===== config.mk =====
export PLATFORM = sky130hd
export DESIGN_NAME = imfp_top
export DESIGN_NICKNAME = d
export VERILOG_FILES = /design/src/include/imfp_pkg.sv /design/src/rtl/imfp_flag.sv /design/src/rtl/imfp_sync.sv /design/src/rtl/imfp_top.sv
export SDC_FILE = /design/constraint.sdc
export NUM_CORES = 1
export LEC_CHECK = 0
export BUFFER_PORTS_ARGS = -buffer_cell sky130_fd_sc_hd__clkbuf_2
export CAP_MARGIN = 20
export CELL_PAD_IN_SITES_DETAIL_PLACEMENT = 1
export CELL_PAD_IN_SITES_GLOBAL_PLACEMENT = 2
export CORE_MARGIN = 10
export CORE_UTILIZATION = 33
export CTS_CLUSTER_SIZE = 30
export DETAILED_ROUTE_END_ITERATION = 10
export MAX_ROUTING_LAYER = met4
export PLACE_DENSITY_LB_ADDON = 0.1
export SYNTH_ARGS = -nofsm -noshare
export SYNTH_HDL_FRONTEND = slang
export SYNTH_SLANG_ARGS = --single-unit

===== constraint.sdc =====
create_clock -name CLK -period 2 [get_ports CLK]
set_input_delay 0.4 -clock CLK [delete_from_list [all_inputs] [get_ports CLK]]
set_output_delay 0.4 -clock CLK [all_outputs]
set_load 0.03 [all_outputs]

===== src/include/imfp_pkg.sv =====
// Package: register map, field positions, vectors and timing for the interrupt block
package imfp_pkg;

  localparam logic [7:0] OFF_MCU_CTRL = 8'h35;
  localparam logic [7:0] OFF_TMR_FLAGS = 8'h38;
  localparam logic [7:0] OFF_GEN_FLAGS = 8'h3A;
  localparam logic [7:0] OFF_GEN_MASK = 8'h3B;
  localparam logic [7:0] OFF_TMR_MASK = 8'h39;
  localparam logic [7:0] OFF_CPU_STATUS = 8'h3F;

  localparam int BIT_EXT = 6;
  localparam int BIT_PCH = 5;
  localparam int BIT_CMPA = 6;
  localparam int BIT_T1OV = 2;
  localparam int BIT_T0OV = 1;
  localparam int BIT_PUD = 6;
  localparam int BIT_SE = 5;
  localparam int BIT_SMHI = 4;
  localparam int BIT_SMLO = 3;
  localparam int BIT_ISCHI = 1;
  localparam int BIT_ISCLO = 0;
  localparam int BIT_GIE = 7;

  localparam logic [7:0] MASK_GEN = 8'h60;
  localparam logic [7:0] MASK_TMR = 8'h46;
  localparam logic [7:0] MASK_MCU = 8'h7B;
  localparam logic [7:0] RESET_BYTE = 8'h00;

  localparam logic [8:0] VEC_EXT = 9'h001;
  localparam logic [8:0] VEC_PCH = 9'h002;
  localparam logic [8:0] VEC_CMPA = 9'h003;
  localparam logic [8:0] VEC_T1OV = 9'h004;
  localparam logic [8:0] VEC_T0OV = 9'h005;

  localparam int RESP_CYCLES = 4;
  localparam int WAKE_EXTRA = 4;
  localparam logic [3:0] RESP_LOAD = 4'(RESP_CYCLES);
  localparam logic [3:0] WAKE_LOAD = 4'(RESP_CYCLES + WAKE_EXTRA);

  typedef enum logic [1:0] {
    SENSE_LOW = 2'b00,
    SENSE_ANY = 2'b01,
    SENSE_FALL = 2'b10,
    SENSE_RISE = 2'b11
  } imfp_sense_type;

  typedef enum logic [1:0] {
    ST_IDLE = 2'b00,
    ST_WAIT = 2'b01,
    ST_SERVE = 2'b10
  } imfp_state_type;

  typedef struct packed {
    logic [7:0] addr;
    logic [7:0] wdata;
    logic wr;
    logic rd;
  } imfp_bus_type;

endpackage : imfp_pkg


===== src/rtl/imfp_flag.sv =====
// Sticky flag: set wins over write-one or vector clear
module imfp_flag
  import imfp_pkg::*;
(
  input wire logic clk,
  input wire logic rst,
  input wire logic set,
  input wire logic clr,
  output logic q
);
  always_ff @(posedge clk) begin
    if (rst) begin
      q <= 1'b0;
    end else if (set) begin
      q <= 1'b1;
    end else if (clr) begin
      q <= 1'b0;
    end
  end
endmodule : imfp_flag


===== src/rtl/imfp_sync.sv =====
// Two-flop synchroniser for one pin
module imfp_sync
  import imfp_pkg::*;
(
  input wire logic clk,
  input wire logic rst,
  input wire logic d,
  output logic q
);
  logic meta_q;

  always_ff @(posedge clk) begin
    if (rst) begin
      meta_q <= 1'b0;
      q <= 1'b0;
    end else begin
      meta_q <= d;
      q <= meta_q;
    end
  end
endmodule : imfp_sync


===== src/rtl/imfp_top.sv =====
// Interrupt mask, flag and pin-change logic with vectoring handshake
// Summary of operation
// - External request needs enable bit 6 and global
// - External interrupt vectors to address one
// - Activity on low five pins requests even when driven output
// - Pin change enable plus global vectors two
// - Reserved bits always read zero
// - External flag sets on edge, clears
// - Level sense holds external flag zero
// - Pin change flag sets, clears by vector/write
// - Compare enable bit 6 requests vector three
// - Timer one overflow enable requests vector four
// - Timer zero overflow enable requests vector five
// - Compare flag sets on match, clears
// - Timer one overflow flag sets, clears
// - Timer zero overflow flag sets, clears
// - Level mode requests while pin low
// - Low five pins always; sixth if input
// - Pin change flagged alongside other interrupts
// - Pins sampled by clock before detection
// - Pull-up disable bit turns off pull-ups
// - Sleep only when sleep enable set
// - Sense bits: low, any, falling, rising
// - Entry clears global, return sets it
// - Pending flags remembered, served by priority
// - At least four cycles, four more asleep
module imfp_top
  import imfp_pkg::*;
(
  input wire logic CLK,
  input wire logic RST,
  input wire logic [7:0] ADDR,
  input wire logic [7:0] WDATA,
  input wire logic WR,
  input wire logic RD,
  output logic [7:0] RDATA,
  input wire logic EXT_PIN,
  input wire logic [5:0] PORT_PINS,
  input wire logic PIN_SIX_IS_INPUT,
  input wire logic CMP_MATCH_A,
  input wire logic T1_OVERFLOW,
  input wire logic T0_OVERFLOW,
  input wire logic SLEEP_INSTR,
  input wire logic RETURN_FROM_IRQ,
  input wire logic INSTR_BOUNDARY,
  output logic IRQ_TAKE,
  output logic [8:0] IRQ_VECTOR,
  output logic GLOBAL_IE,
  output logic SLEEPING,
  output logic PULLUP_DISABLE,
  output logic [1:0] SLEEP_MODE
);

  ////////////////////////////////////////////////////////////////////////
  imfp_bus_type bus;
  assign bus = '{addr: ADDR, wdata: WDATA, wr: WR, rd: RD};

  logic [7:0] gen_mask_q;
  logic [7:0] tmr_mask_q;
  logic [7:0] mcu_ctrl_q;
  logic gie_q;
  logic ext_flag, pch_flag, cmpa_flag, t1_flag, t0_flag;
  imfp_state_type state_q;
  logic [3:0] cnt_q;
  logic [8:0] vec_q;
  logic sleep_q;

  logic wr_gen_flags, wr_tmr_flags;
  assign wr_gen_flags = bus.wr && bus.addr == OFF_GEN_FLAGS;
  assign wr_tmr_flags = bus.wr && bus.addr == OFF_TMR_FLAGS;

  // Writable bits only; reserved positions never store
  always_ff @(posedge CLK) begin
    if (RST) begin
      gen_mask_q <= RESET_BYTE;
      tmr_mask_q <= RESET_BYTE;
      mcu_ctrl_q <= RESET_BYTE;
    end else if (bus.wr) begin
      if (bus.addr == OFF_GEN_MASK) begin
        gen_mask_q <= bus.wdata & MASK_GEN;
      end else if (bus.addr == OFF_TMR_MASK) begin
        tmr_mask_q <= bus.wdata & MASK_TMR;
      end else if (bus.addr == OFF_MCU_CTRL) begin
        mcu_ctrl_q <= bus.wdata & MASK_MCU;
      end
    end
  end

  ////////////////////////////////////////////////////////////////////////
  // Pin sampling and edge detection
  logic ext_s, ext_prev_q;
  logic [5:0] pins_s, pins_prev_q;
  logic six_in_s;

  imfp_sync u_sync_ext (.clk(CLK), .rst(RST), .d(EXT_PIN), .q(ext_s));
  imfp_sync u_sync_six (.clk(CLK), .rst(RST), .d(PIN_SIX_IS_INPUT), .q(six_in_s));

  genvar gi;
  generate
    for (gi = 0; gi < 6; gi++) begin : g_pin
      imfp_sync u_sync (.clk(CLK), .rst(RST), .d(PORT_PINS[gi]), .q(pins_s[gi]));
    end
  endgenerate

  // Reset prev to high so an idle-high pin gives no false edge
  always_ff @(posedge CLK) begin
    if (RST) begin
      ext_prev_q <= 1'b1;
      pins_prev_q <= 6'h3F;
    end else begin
      ext_prev_q <= ext_s;
      pins_prev_q <= pins_s;
    end
  end

  // Synchronisers leave reset at zero; ignore edges until they hold real pin values
  logic [1:0] arm_q;
  logic armed;
  assign armed = arm_q == 2'h3;
  always_ff @(posedge CLK) begin
    if (RST) begin
      arm_q <= 2'h0;
    end else if (!armed) begin
      arm_q <= arm_q + 2'h1;
    end
  end

  imfp_sense_type sense;
  assign sense = imfp_sense_type'({mcu_ctrl_q[BIT_ISCHI], mcu_ctrl_q[BIT_ISCLO]});

  logic ext_event, level_mode, level_req, pch_event;
  logic [5:0] pin_diff;
  always_comb begin
    level_mode = (sense == SENSE_LOW);
    ext_event = 1'b0;
    case (sense)
      SENSE_ANY: ext_event = armed && (ext_s ^ ext_prev_q);
      SENSE_FALL: ext_event = armed && ext_prev_q && !ext_s;
      SENSE_RISE: ext_event = armed && !ext_prev_q && ext_s;
      default: ext_event = 1'b0;
    endcase
    level_req = level_mode && !ext_s;
    pin_diff = pins_s ^ pins_prev_q;
    // Pin change counted regardless of other interrupts on same pin
    pch_event = armed && ((|pin_diff[4:0]) || (pin_diff[5] && six_in_s));
  end

  ////////////////////////////////////////////////////////////////////////
  // Flags: vector entry or write-one clears, set takes priority
  logic take_ext, take_pch, take_cmpa, take_t1, take_t0;
  assign take_ext = state_q == ST_SERVE && vec_q == VEC_EXT;
  assign take_pch = state_q == ST_SERVE && vec_q == VEC_PCH;
  assign take_cmpa = state_q == ST_SERVE && vec_q == VEC_CMPA;
  assign take_t1 = state_q == ST_SERVE && vec_q == VEC_T1OV;
  assign take_t0 = state_q == ST_SERVE && vec_q == VEC_T0OV;

  imfp_flag u_ext (.clk(CLK), .rst(RST), .set(ext_event && !level_mode),
    .clr(take_ext || level_mode || (wr_gen_flags && bus.wdata[BIT_EXT])),
    .q(ext_flag));
  imfp_flag u_pch (.clk(CLK), .rst(RST), .set(pch_event),
    .clr(take_pch || (wr_gen_flags && bus.wdata[BIT_PCH])), .q(pch_flag));
  imfp_flag u_cmpa (.clk(CLK), .rst(RST), .set(CMP_MATCH_A),
    .clr(take_cmpa || (wr_tmr_flags && bus.wdata[BIT_CMPA])), .q(cmpa_flag));
  imfp_flag u_t1 (.clk(CLK), .rst(RST), .set(T1_OVERFLOW),
    .clr(take_t1 || (wr_tmr_flags && bus.wdata[BIT_T1OV])), .q(t1_flag));
  imfp_flag u_t0 (.clk(CLK), .rst(RST), .set(T0_OVERFLOW),
    .clr(take_t0 || (wr_tmr_flags && bus.wdata[BIT_T0OV])), .q(t0_flag));

  ////////////////////////////////////////////////////////////////////////
  // Request gating and priority
  logic [4:0] pend;
  logic any_pend;
  logic [8:0] pick;
  always_comb begin
    pend[0] = gen_mask_q[BIT_EXT] && (ext_flag || level_req);
    pend[1] = gen_mask_q[BIT_PCH] && pch_flag;
    pend[2] = tmr_mask_q[BIT_CMPA] && cmpa_flag;
    pend[3] = tmr_mask_q[BIT_T1OV] && t1_flag;
    pend[4] = tmr_mask_q[BIT_T0OV] && t0_flag;
    any_pend = |pend;
    // Lowest vector wins; flags stay pending while global is off
    if (pend[0]) pick = VEC_EXT;
    else if (pend[1]) pick = VEC_PCH;
    else if (pend[2]) pick = VEC_CMPA;
    else if (pend[3]) pick = VEC_T1OV;
    else pick = VEC_T0OV;
  end

  ////////////////////////////////////////////////////////////////////////
  // Vectoring sequence; priority is re-evaluated at the grant cycle
  always_ff @(posedge CLK) begin
    if (RST) begin
      state_q <= ST_IDLE;
      cnt_q <= 4'h0;
      vec_q <= 9'h000;
    end else begin
      case (state_q)
        ST_IDLE: begin
          if (gie_q && any_pend && INSTR_BOUNDARY) begin
            state_q <= ST_WAIT;
            cnt_q <= sleep_q ? WAKE_LOAD - 4'h1 : RESP_LOAD - 4'h1;
          end
        end
        ST_WAIT: begin
          if (cnt_q == 4'h1) begin
            state_q <= ST_SERVE;
            vec_q <= pick;
          end
          cnt_q <= cnt_q - 4'h1;
        end
        ST_SERVE: begin
          state_q <= ST_IDLE;
        end
        default: state_q <= ST_IDLE;
      endcase
    end
  end

  // Global bit: entry clears, return sets, software may write
  always_ff @(posedge CLK) begin
    if (RST) begin
      gie_q <= 1'b0;
    end else if (state_q == ST_IDLE && gie_q && any_pend && INSTR_BOUNDARY) begin
      gie_q <= 1'b0;
    end else if (RETURN_FROM_IRQ) begin
      gie_q <= 1'b1;
    end else if (bus.wr && bus.addr == OFF_CPU_STATUS) begin
      gie_q <= bus.wdata[BIT_GIE];
    end
  end

  // Sleep state: enter only with sleep enable; any pending enabled wake
  always_ff @(posedge CLK) begin
    if (RST) begin
      sleep_q <= 1'b0;
    end else if (sleep_q && any_pend) begin
      sleep_q <= 1'b0;
    end else if (SLEEP_INSTR && mcu_ctrl_q[BIT_SE]) begin
      sleep_q <= 1'b1;
    end
  end

  ////////////////////////////////////////////////////////////////////////
  // Outputs, all registered
  always_ff @(posedge CLK) begin
    if (RST) begin
      IRQ_TAKE <= 1'b0;
      IRQ_VECTOR <= 9'h000;
      GLOBAL_IE <= 1'b0;
      SLEEPING <= 1'b0;
      PULLUP_DISABLE <= 1'b0;
      SLEEP_MODE <= 2'b00;
    end else begin
      IRQ_TAKE <= state_q == ST_WAIT && cnt_q == 4'h1;
      IRQ_VECTOR <= (state_q == ST_WAIT && cnt_q == 4'h1) ? pick : IRQ_VECTOR;
      GLOBAL_IE <= gie_q;
      SLEEPING <= sleep_q;
      PULLUP_DISABLE <= mcu_ctrl_q[BIT_PUD];
      SLEEP_MODE <= {mcu_ctrl_q[BIT_SMHI], mcu_ctrl_q[BIT_SMLO]};
    end
  end

  // Read port; unmapped addresses read zero
  always_ff @(posedge CLK) begin
    if (RST) begin
      RDATA <= 8'h00;
    end else if (bus.rd) begin
      if (bus.addr == OFF_GEN_MASK) RDATA <= gen_mask_q;
      else if (bus.addr == OFF_TMR_MASK) RDATA <= tmr_mask_q;
      else if (bus.addr == OFF_MCU_CTRL) RDATA <= mcu_ctrl_q;
      else if (bus.addr == OFF_GEN_FLAGS) RDATA <= {1'b0, ext_flag, pch_flag, 5'h00};
      else if (bus.addr == OFF_TMR_FLAGS) RDATA <= {1'b0, cmpa_flag, 3'h0, t1_flag, t0_flag, 1'b0};
      else if (bus.addr == OFF_CPU_STATUS) RDATA <= {gie_q, 7'h00};
      else RDATA <= 8'h00;
    end else begin
      RDATA <= 8'h00;
    end
  end

  ////////////////////////////////////////////////////////////////////////
  a_gie_entry: assert property (@(posedge CLK) disable iff (RST)
    (state_q == ST_IDLE && gie_q && any_pend && INSTR_BOUNDARY && !RETURN_FROM_IRQ)
      |=> !gie_q) else $error("global bit not cleared on entry");
  a_resp_min: assert property (@(posedge CLK) disable iff (RST)
    (state_q == ST_IDLE && gie_q && any_pend && INSTR_BOUNDARY && !sleep_q)
      |=> !IRQ_TAKE [*3] ##1 IRQ_TAKE) else $error("response not four cycles");
  a_level_noflag: assert property (@(posedge CLK) disable iff (RST)
    level_mode |=> !ext_flag || !$past(level_mode)) else $error("flag in level mode");
  a_set_wins: assert property (@(posedge CLK) disable iff (RST)
    (T0_OVERFLOW && wr_tmr_flags && bus.wdata[BIT_T0OV]) |=> t0_flag)
    else $error("set lost to clear");
  a_ext_vector: assert property (@(posedge CLK) disable iff (RST)
    (IRQ_TAKE && $past(pend[0])) |-> IRQ_VECTOR == VEC_EXT)
    else $error("wrong priority");
  a_sleep_gate: assert property (@(posedge CLK) disable iff (RST)
    $rose(sleep_q) |-> $past(mcu_ctrl_q[BIT_SE])) else $error("slept without enable");
  a_pch_set: assert property (@(posedge CLK) disable iff (RST)
    (armed && (|pin_diff[4:0])) |=> pch_flag) else $error("pin change missed");
  a_tmr_read: assert property (@(posedge CLK) disable iff (RST)
    (bus.rd && bus.addr == OFF_TMR_FLAGS) |=> RDATA[0] == 1'b0 && RDATA[5:3] == 3'h0)
    else $error("reserved bits nonzero");
  a_cmpa_clear: assert property (@(posedge CLK) disable iff (RST)
    (take_cmpa && !CMP_MATCH_A) |=> !cmpa_flag) else $error("compare flag kept");

endmodule : imfp_top


==> results.py, run 1 <==
metrics = {
    "setup_path": {
        "path_buf_inv": 0,
        "worstSetupEndpointType": "flip-flop",
        "slowest_stage": "or3b_2",
        "crit_family": "simple AND/OR/NAND/NOR gates",
        "cpMostUsedCell": "nor2_1",
        "worstSetupStartpointType": "flip-flop",
        "cp_slowest_stage_delay_ps": 470,
        "cp.depth": 5,
        "r2r-end": "IRQ_VECTOR[0]",
        "crit_type": "flip-flop to flip-flop",
        "path_cells": "ha_1 > or3b_2 > nor2_1 > nor2_1 > a311oi_1",
        "worstPathRequired_ps": 2270,
        "reg2regPathDepth": 5,
        "r2r_start": "cnt_q[0]",
        "rrSetupSlack_ps": 350,
        "path_max_fanout": 5,
        "arrival_ps": 1910,
    },
    "clock_network": {
        "h-tree-depth": 3,
        "cts_buffers": 9,
        "cts.sinks": 66,
        "cts_root_buffer": "clkbuf_8",
        "clockBufferDepth": 2,
        "path_clk_slew_ps": 80,
        "post_cts_buffers": 0,
        "tritoncts": "done",
        "cts_resized": 0,
        "clock_latency_ps": 350,
        "ctsHoldBuffers": 0,
    },
    "timing": {
        "finalSetupTns_ps": 0,
        "tightest_slew_ps": 537,
        "fmax_mhz": 607,
        "max_slew_margin_pct": 63.3,
        "finClkSkew_ps": 14.6,
        "drv_slew": 0,
        "layout_min_cycle_time_ps": 1650,
        "setup_viol": 0,
        "hold_viol": 0,
        "rsz0062_at_grt": "no",
        "period_share_pct": 82.4,
        "fin_ws_ps": 352,
    },
    "yosys": {
        "yosys_register_bits": 66,
        "synth_enable_flop_cells": 0,
        "yosys_warnings": 0,
        "synthCells": 267,
        "async_reset_ff_share_pct": 0,
        "synth_area_sq_mm": 0.00267,
        "ys_seq_area_share_pct": 49.5,
        "syn_avg_cell_area_sq_um": 10.0,
        "ys_types": 55,
        "ys.flop_type": "dfxtp_1",
    },
    "worst_hold_path": {
        "hold_end": "g_pin[3].u_sync.meta_q",
        "worstHoldStart": "PORT_PINS[3]",
        "whs_path_depth": 2,
        "hold_path_class": "input pin to flip-flop",
    },
    "cells_and_area": {
        "area_growth_syn_to_layout_pct": 21.5,
        "nNetsFinal": 361,
        "final_layout_size_suffix_gt1_share_pct": 28.0,
        "layout_common_cells": "dfxtp_1, clkbuf_2, nor2_1, nor2b_1, mux2i_1",
        "fill_cells": 922,
        "finalInstanceArea_sq_mm": 0.00325,
        "n_antenna_cell": 0,
        "final_common_cell": "dfxtp_1",
        "fin_util_pct": 41.6,
    },
    "placement": {
        "finalWeightedCongestion": 0.791,
        "post-place-ws_ps": 285,
        "placed_area_sq_mm": 0.00304,
        "hpwlAfterDp_mm": 5.03,
        "portBuffers": 50,
    },
    "detailed_routing": {
        "via_count": 2068,
        "wl_met2_mm": 2.97,
        "wirelength_met1_mm": 3.16,
        "top_layer_used": "met4",
        "drc": 0,
        "drtAntennaViolNets": 0,
        "routed-wl-met3_um": 405,
        "firstDrtPassIters": 4,
        "drt_iter0_markers": 61,
        "vias_per_cell": 4.80,
        "routedWlPerCell_um": 15.4,
        "routed_wl_mm": 6.65,
    },
    "floorplanning": {
        "die_h_um": 110,
        "ios": 57,
        "core_area_sq_mm": 0.00781,
        "start_util_pct": 34.2,
        "die_w_um": 110,
        "rows": 32,
        "dieArea_sq_mm": 0.0121,
    },
    "grt": {
        "overflow": 0,
        "grt_pass1_wl_mm": 10.7,
        "groute.usage.overall_pct": 11.8,
        "grt_max_degree": 19,
        "grt_pass1_vias": 2166,
        "antenna_found_initial": 0,
    },
    "run_status": {
        "status": "completed",
    },
    "pwr": {
        "fin_total_pwr_mw": 2.78,
        "power.leakage_nw": 1.41,
        "ir_drop_v": 0.000404,
        "pwr_density_cell_mw_per_mm2": 856,
    },
    "run": {
        "drv.max_cap_violation_count": 0,
    },
}
cell families (layout without fill, tap and decap cells):
family,Yosys count,after routing,share of synthesized area (%)
buffers and inverters,21,78,3.89
adder cells (fa/ha/maj),3,3,1.41
other,1,6,0.140
AO/OA/AOI/OAI,40,40,11.6
AND/OR/NAND/NOR,111,111,24.5
multiplexers,17,17,6.37
XOR/XNOR,8,8,2.62
flip-flops,66,66,49.5
flip-flops by register name, indices dropped and copies added, names as in the netlist, 2 cells and up:
register	cells
SLEEP_MODE	2
cnt_q	4
pins_prev_q	6
arm_q	2
IRQ_VECTOR	3
gen_mask_q	2
g_pin.u_sync.meta_q	6
g_pin.u_sync.q	6
mcu_ctrl_q	6
state_q	2
tmr_mask_q	3
RDATA	8
worst register-to-register path, stage by stage (launching register included):
cell	delay, ps
dfxtp_1	400
ha_1	160
or3b_2	470
nor2_1	240
nor2_1	70
a311oi_1	240
worst max path at each step:
stage | startpoint | endpoint | slack (ps)
after CTS | cnt_q[0] | IRQ_VECTOR[0] | 320
after floorplan | cnt_q[0] | IRQ_VECTOR[2] | 490
after global routing | cnt_q[0] | IRQ_VECTOR[0] | 140
after global placement | ADDR[7] | u_pch.q | 330
after detailed placement | ADDR[7] | u_pch.q | 290
final | cnt_q[0] | IRQ_VECTOR[0] | 350
cells in the mapped netlist, types with 2 or more instances:
master    instances  area share [%]
dfxtp_1          66              49
nor2_1           24             3.4
nor2b_1          24             5.6
mux2i_1          17             6.4
a21oi_1          11             2.1
nand2_1          10             1.4
or2_2             8             1.9
buf_4             6             1.7
nand2b_1          6             1.4
o21ai_0           6             1.1
clkbuf_1          5            0.70
inv_1             5            0.70
xor2_1            5             1.6
a31oi_1           4            0.94
and3_1            4            0.94
nand3_1           4            0.75
nor3b_1           4             1.1
buf_1             3            0.42
ha_1              3             1.4
nand3b_1          3            0.84
nor3_1            3            0.56
nor4_1            3            0.70
o21ba_2           3             1.1
xnor2_1           3            0.98
and3b_1           2            0.66
and4b_1           2            0.75
buf_2             2            0.37
nand4_1           2            0.47
nor4b_1           2            0.66
o32ai_1           2            0.66
routing by layer:
metal  GRT usage [%]  vias to the layer above
met2            17.8                       46
met5               -                        -
met4            4.28                        0
met1            14.2                      966
li1                -                     1046
met3            4.06                       10
power breakdown:
| part | total (mW) | switching (mW) | leakage (nW) | internal, mW |
|---|---|---|---|---|
| clock network | 1.20 | 0.554 | 0.106 | 0.651 |
| logic | 0.193 | 0.105 | 0.760 | 0.0888 |
| registers | 1.38 | 0.0232 | 0.540 | 1.36 |
area by class of cell:
cell class / instances / area [sq um] / area share, %
clock buffer: 11 / 151 / 4.66
clock inverter: 5 / 60.1 / 1.85
inverter: 5 / 18.8 / 0.578
multi-input combinational: 185 / 1260 / 39.0
sequential: 66 / 1320 / 40.7
tap: 102 / 128 / 3.93
timing repair buffer: 57 / 303 / 9.33
per-stage QoR:
step	instances	hold WS, ps
2_1_floorplan	272	414
3_3_place_gp	415	418
3_5_place_dp	415	425
4_1_cts	431	250
5_1_grt	431	251
6_report	431	258
(Power assumes the default switching activity.)
==> run 2, diff against run 1 <==
Settings changed: CORE_UTILIZATION 33 to 30.
Clock period 2 ns to 1.4 ns, I/O delays scaled along.
==> results.py, run 2 (same netlist as run 1, synthesis figures left out) <==
metrics = {
    "setup_path": {
        "rrSetupSlack_ps": -70,
        "worstSetupEndpointType": "flip-flop",
        "worstSetupStartpointType": "flip-flop",
        "worstPathRequired_ps": 1650,
        "slowest_stage": "a2111o_1",
        "crit_family": "compound AO/OA/AOI/OAI gates",
        "cp_slowest_stage_delay_ps": 400,
        "path_cells": "nor2_4 > a311oi_4 > buf_4 > a2111o_1 > a221oi_2",
        "crit_type": "flip-flop to flip-flop",
        "path_max_fanout": 3,
        "arrival_ps": 1730,
        "path_buf_inv": 1,
    },
    "clock_network": {
        "cts_root_buffer": "clkbuf_8",
        "h-tree-depth": 3,
        "tritoncts": "done",
        "clock_latency_ps": 340,
        "cts_buffers": 9,
        "path_clk_slew_ps": 80,
        "ctsHoldBuffers": 0,
        "cts.sinks": 66,
        "clockBufferDepth": 2,
    },
    "detailed_routing": {
        "firstDrtPassIters": 4,
        "drt_iter0_markers": 45,
        "via_count": 2203,
        "drc": 0,
        "drtAntennaViolNets": 0,
        "routed_wl_mm": 7.19,
        "vias_per_cell": 4.67,
        "routedWlPerCell_um": 15.2,
    },
    "grt": {
        "grt_max_degree": 29,
        "grt_pass1_vias": 2380,
        "antenna_found_initial": 0,
        "groute.usage.overall_pct": 11.5,
        "overflow": 0,
        "grt_pass1_wl_mm": 11.7,
    },
    "floorplanning": {
        "ios": 57,
        "die_h_um": 114,
        "rows": 34,
        "die_w_um": 114,
        "dieArea_sq_mm": 0.0131,
        "start_util_pct": 30.8,
        "core_area_sq_mm": 0.00868,
    },
    "cells_and_area": {
        "finalInstanceArea_sq_mm": 0.00364,
        "final_common_cell": "dfxtp_1",
        "layout_common_cells": "dfxtp_1, clkbuf_2, buf_4",
        "n_antenna_cell": 0,
        "regMostFlops": "RDATA",
        "nNetsFinal": 396,
        "area_growth_syn_to_layout_pct": 36.2,
        "fin_cells": 472,
        "final_layout_size_suffix_gt1_share_pct": 41.2,
        "largest_register_ffs": 8,
    },
    "placement": {
        "portBuffers": 50,
        "place_inst": 452,
        "finalWeightedCongestion": 0.731,
        "hpwlAfterDp_mm": 5.64,
        "placed_area_sq_mm": 0.00330,
    },
    "timing": {
        "finalSetupTns_ps": -102,
        "hold_viol": 0,
        "drv_slew": 0,
        "fmax_mhz": 679,
        "fin_ws_ps": -73.6,
        "period_share_pct": 105,
        "rsz0062_at_grt": "yes",
        "hold_ws_ps": 145,
        "finClkSkew_ps": 7.31,
        "layout_min_cycle_time_ps": 1470,
        "setup_viol": 4,
    },
    "pwr": {
        "power.leakage_nw": 1.61,
        "ir_drop_v": 0.000469,
        "pwr_density_cell_mw_per_mm2": 1070,
        "fin_total_pwr_mw": 3.91,
    },
    "run": {
        "drv.max_cap_violation_count": 0,
    },
    "run_status": {
        "status": "finished, violations left",
        "violations": "setup timing",
    },
    "worst_hold_path": {
        "hold_path_class": "input pin to flip-flop",
    },
}
==> run 2: stage by stage <==
stage          util, %  worst slack (ps)
6_report          41.9             -73.6
5_1_grt           41.9              -138
4_1_cts           40.9              -115
3_5_place_dp      38.0              -181
3_3_place_gp      38.0              -161
2_1_floorplan        -             -41.4
==> run 2: metal layers <==
metal  vias up  routed length [um]  track usage [%]  part of all wire [%]
li1       1120                   -                -                     -
met1      1033                3310             13.4                    46
met2        42                3460             18.2                    48
met3         8                 337             2.94                   4.7
met4         0                  78             5.51                   1.1
met5         -                   0                -                     0
==> run 2: worst register-to-register path, delay by kind of cell (launching register included) <==
kind	cells	cell delay [ps]
AND/OR/NAND/NOR	1	140
flip-flops	1	340
AO/OA/AOI/OAI	3	740
buffers and inverters	1	160
==> run 2: worst paths after layout <==
| check | endpoint | start | cells past startpoint |
|---|---|---|---|
| worst max-delay path | cnt_q[1] | mcu_ctrl_q[0] | 5 |
| worst min-delay path | g_pin[3].u_sync.meta_q | PORT_PINS[3] | 2 |
| worst max register to register | cnt_q[1] | mcu_ctrl_q[0] | 5 |
| worst min register to register | g_pin[1].u_sync.q | g_pin[1].u_sync.meta_q | 1 |
==> run 2: what timing repair did <==
| item | CTS | global route |
|---|---|---|
| gates resized for setup | 9 | 21 |
| setup endpoints to repair | 8 | 13 |
| endpoints found under the hold margin | 0 | 0 |
| buffers inserted | 3 | 1 |
| pin swaps | 5 | 9 |
==> run 2: power by group <==
group          leakage, nW  internal [mW]  total (mW)  switching [mW]
registers            0.544           1.94        1.97          0.0292
clock network       0.0998          0.833        1.62           0.785
logic                0.964          0.158       0.324           0.166
total                 1.61           2.93        3.91           0.980
==> run 2: layout make-up <==
cell class	instances	area, sq um
Tap cell	108	135
Sequential cell	66	1330
Clock buffer	9	124
Inverter	5	18.8
Clock inverter	7	77.6
Timing Repair Buffer	92	582
Multi-Input combinational cell	185	1370
Fill cell	1000	5040
==> run 3, diff against run 2 <==
Settings changed: CORE_ASPECT_RATIO from default to 0.6.
==> results.py, run 3 (same netlist as run 1, synthesis figures left out) <==
metrics = {
    "floorplanning": {
        "rows": 26,
        "die_w_um": 142,
        "dieArea_sq_mm": 0.0132,
        "ios": 57,
        "start_util_pct": 31.1,
        "die_h_um": 93.1,
        "core_area_sq_mm": 0.00859,
    },
    "cells_and_area": {
        "fill_cells": 974,
        "seq_area_sq_mm": 0.00133,
        "nNetsFinal": 397,
        "multi_input_area_sq_mm": 0.00135,
        "fin_cells": 477,
        "n_antenna_cell": 0,
        "layout_common_cells": "dfxtp_1, clkbuf_2, buf_4",
        "final_common_cell": "dfxtp_1",
        "regMostFlops": "RDATA",
        "fin_util_pct": 43.7,
        "final_layout_size_suffix_gt1_share_pct": 40.0,
        "largest_register_ffs": 8,
        "area_growth_syn_to_layout_pct": 40.4,
    },
    "detailed_routing": {
        "drtAntennaViolNets": 0,
        "routedWlPerCell_um": 16.1,
        "via_count": 2221,
        "drt_iter0_markers": 95,
        "routed_wl_mm": 7.69,
        "firstDrtPassIters": 4,
        "vias_per_cell": 4.66,
        "drc": 0,
    },
    "clock_network": {
        "cts_buffers": 9,
        "cts.sinks": 66,
        "h-tree-depth": 3,
        "cts_root_buffer": "clkbuf_16",
        "clockBufferDepth": 2,
        "clock_latency_ps": 330,
        "ctsHoldBuffers": 0,
        "tritoncts": "done",
        "path_clk_slew_ps": 50,
    },
    "timing": {
        "setup_viol": 7,
        "layout_min_cycle_time_ps": 1510,
        "rsz0062_at_grt": "yes",
        "drv_slew": 0,
        "finClkSkew_ps": 1.98,
        "fin_ws_ps": -113,
        "period_share_pct": 108,
        "hold_viol": 0,
        "fmax_mhz": 661,
    },
    "run_status": {
        "violations": "setup timing",
        "status": "finished, violations left",
    },
    "grt": {
        "grt_max_degree": 35,
        "grt_pass1_vias": 2329,
        "grt_pass1_wl_mm": 12.5,
        "overflow": 0,
        "antenna_found_initial": 0,
        "groute.usage.overall_pct": 12.4,
    },
    "setup_path": {
        "cp_slowest_stage_delay_ps": 340,
        "path_max_fanout": 4,
        "crit_type": "flip-flop to flip-flop",
        "worstPathRequired_ps": 1620,
        "worstSetupEndpointType": "flip-flop",
        "arrival_ps": 1730,
        "worstSetupStartpointType": "flip-flop",
        "path_cells": "a22o_4 > a311oi_4 > a2111oi_4 > a221o_1",
        "slowest_stage": "a221o_1",
        "rrSetupSlack_ps": -110,
    },
    "placement": {
        "finalWeightedCongestion": 0.808,
        "hpwlAfterDp_mm": 5.97,
        "portBuffers": 50,
        "place_inst": 459,
    },
    "pwr": {
        "power.leakage_nw": 1.66,
        "pwr_density_cell_mw_per_mm2": 1290,
        "fin_total_pwr_mw": 4.84,
        "ir_drop_v": 0.000592,
    },
    "run": {
        "drv.max_cap_violation_count": 0,
    },
    "worst_hold_path": {
        "hold_path_class": "input pin to flip-flop",
    },
}
[run 3: repair_timing]
action,CTS,global route
pin swaps,7,9
setup endpoints to repair,8,13
setup buffers,3,0
resized for setup,6,19
cloned,0,0
[run 3: area by class of cell]
class	count	share of cell area [%]
clock buffers	11	6.20
clock inverters	5	2.74
inverters	5	0.500
multi-input cells	185	35.9
flip-flops and latches	66	35.5
well taps	112	3.74
repair buffers	93	15.4
[run 3: worst paths after layout]
path,cells after the start,endpoint,from
min reg2reg,1,g_pin[4].u_sync.q,g_pin[4].u_sync.meta_q
min,2,g_pin[0].u_sync.meta_q,PORT_PINS[0]
max,4,cnt_q[2],gen_mask_q[5]
max reg2reg,4,cnt_q[2],gen_mask_q[5]
[run 3: routing by layer]
metal / track usage [%] / wire length (um)
met4: 4.58 / 114
met2: 16.2 / 2980
met1: 17.0 / 4220
met3: 4.49 / 376
met5: - / 0
[run 3: report_power, final]
group / internal, mW / leakage (nW) / switching (mW) / total (mW)
clock: 1.74 / 0.160 / 0.809 / 2.55
combinational: 0.152 / 0.961 / 0.169 / 0.321
sequential: 1.94 / 0.543 / 0.0304 / 1.97
total: 3.83 / 1.66 / 1.01 / 4.84
[run 3: stage by stage]
step / setup TNS, ps / setup WS [ps] / instance area [sq um] / hold slack [ps]
6_report: -282 / -113 / 3750 / 157
5_1_grt: -858 / -156 / 3750 / 152
4_1_cts: -276 / -92.8 / 3690 / 146
3_5_place_dp: -3060 / -169 / 3310 / 429
3_3_place_gp: -1670 / -127 / 3310 / 418
2_1_floorplan: -41.4 / -41.4 / 2700 / 408
[run 3: worst max-delay path, delay by kind of cell, from the launching register on]
kind | cells | cell delay, ps
compound gates | 4 | 1080
flops | 1 | 320
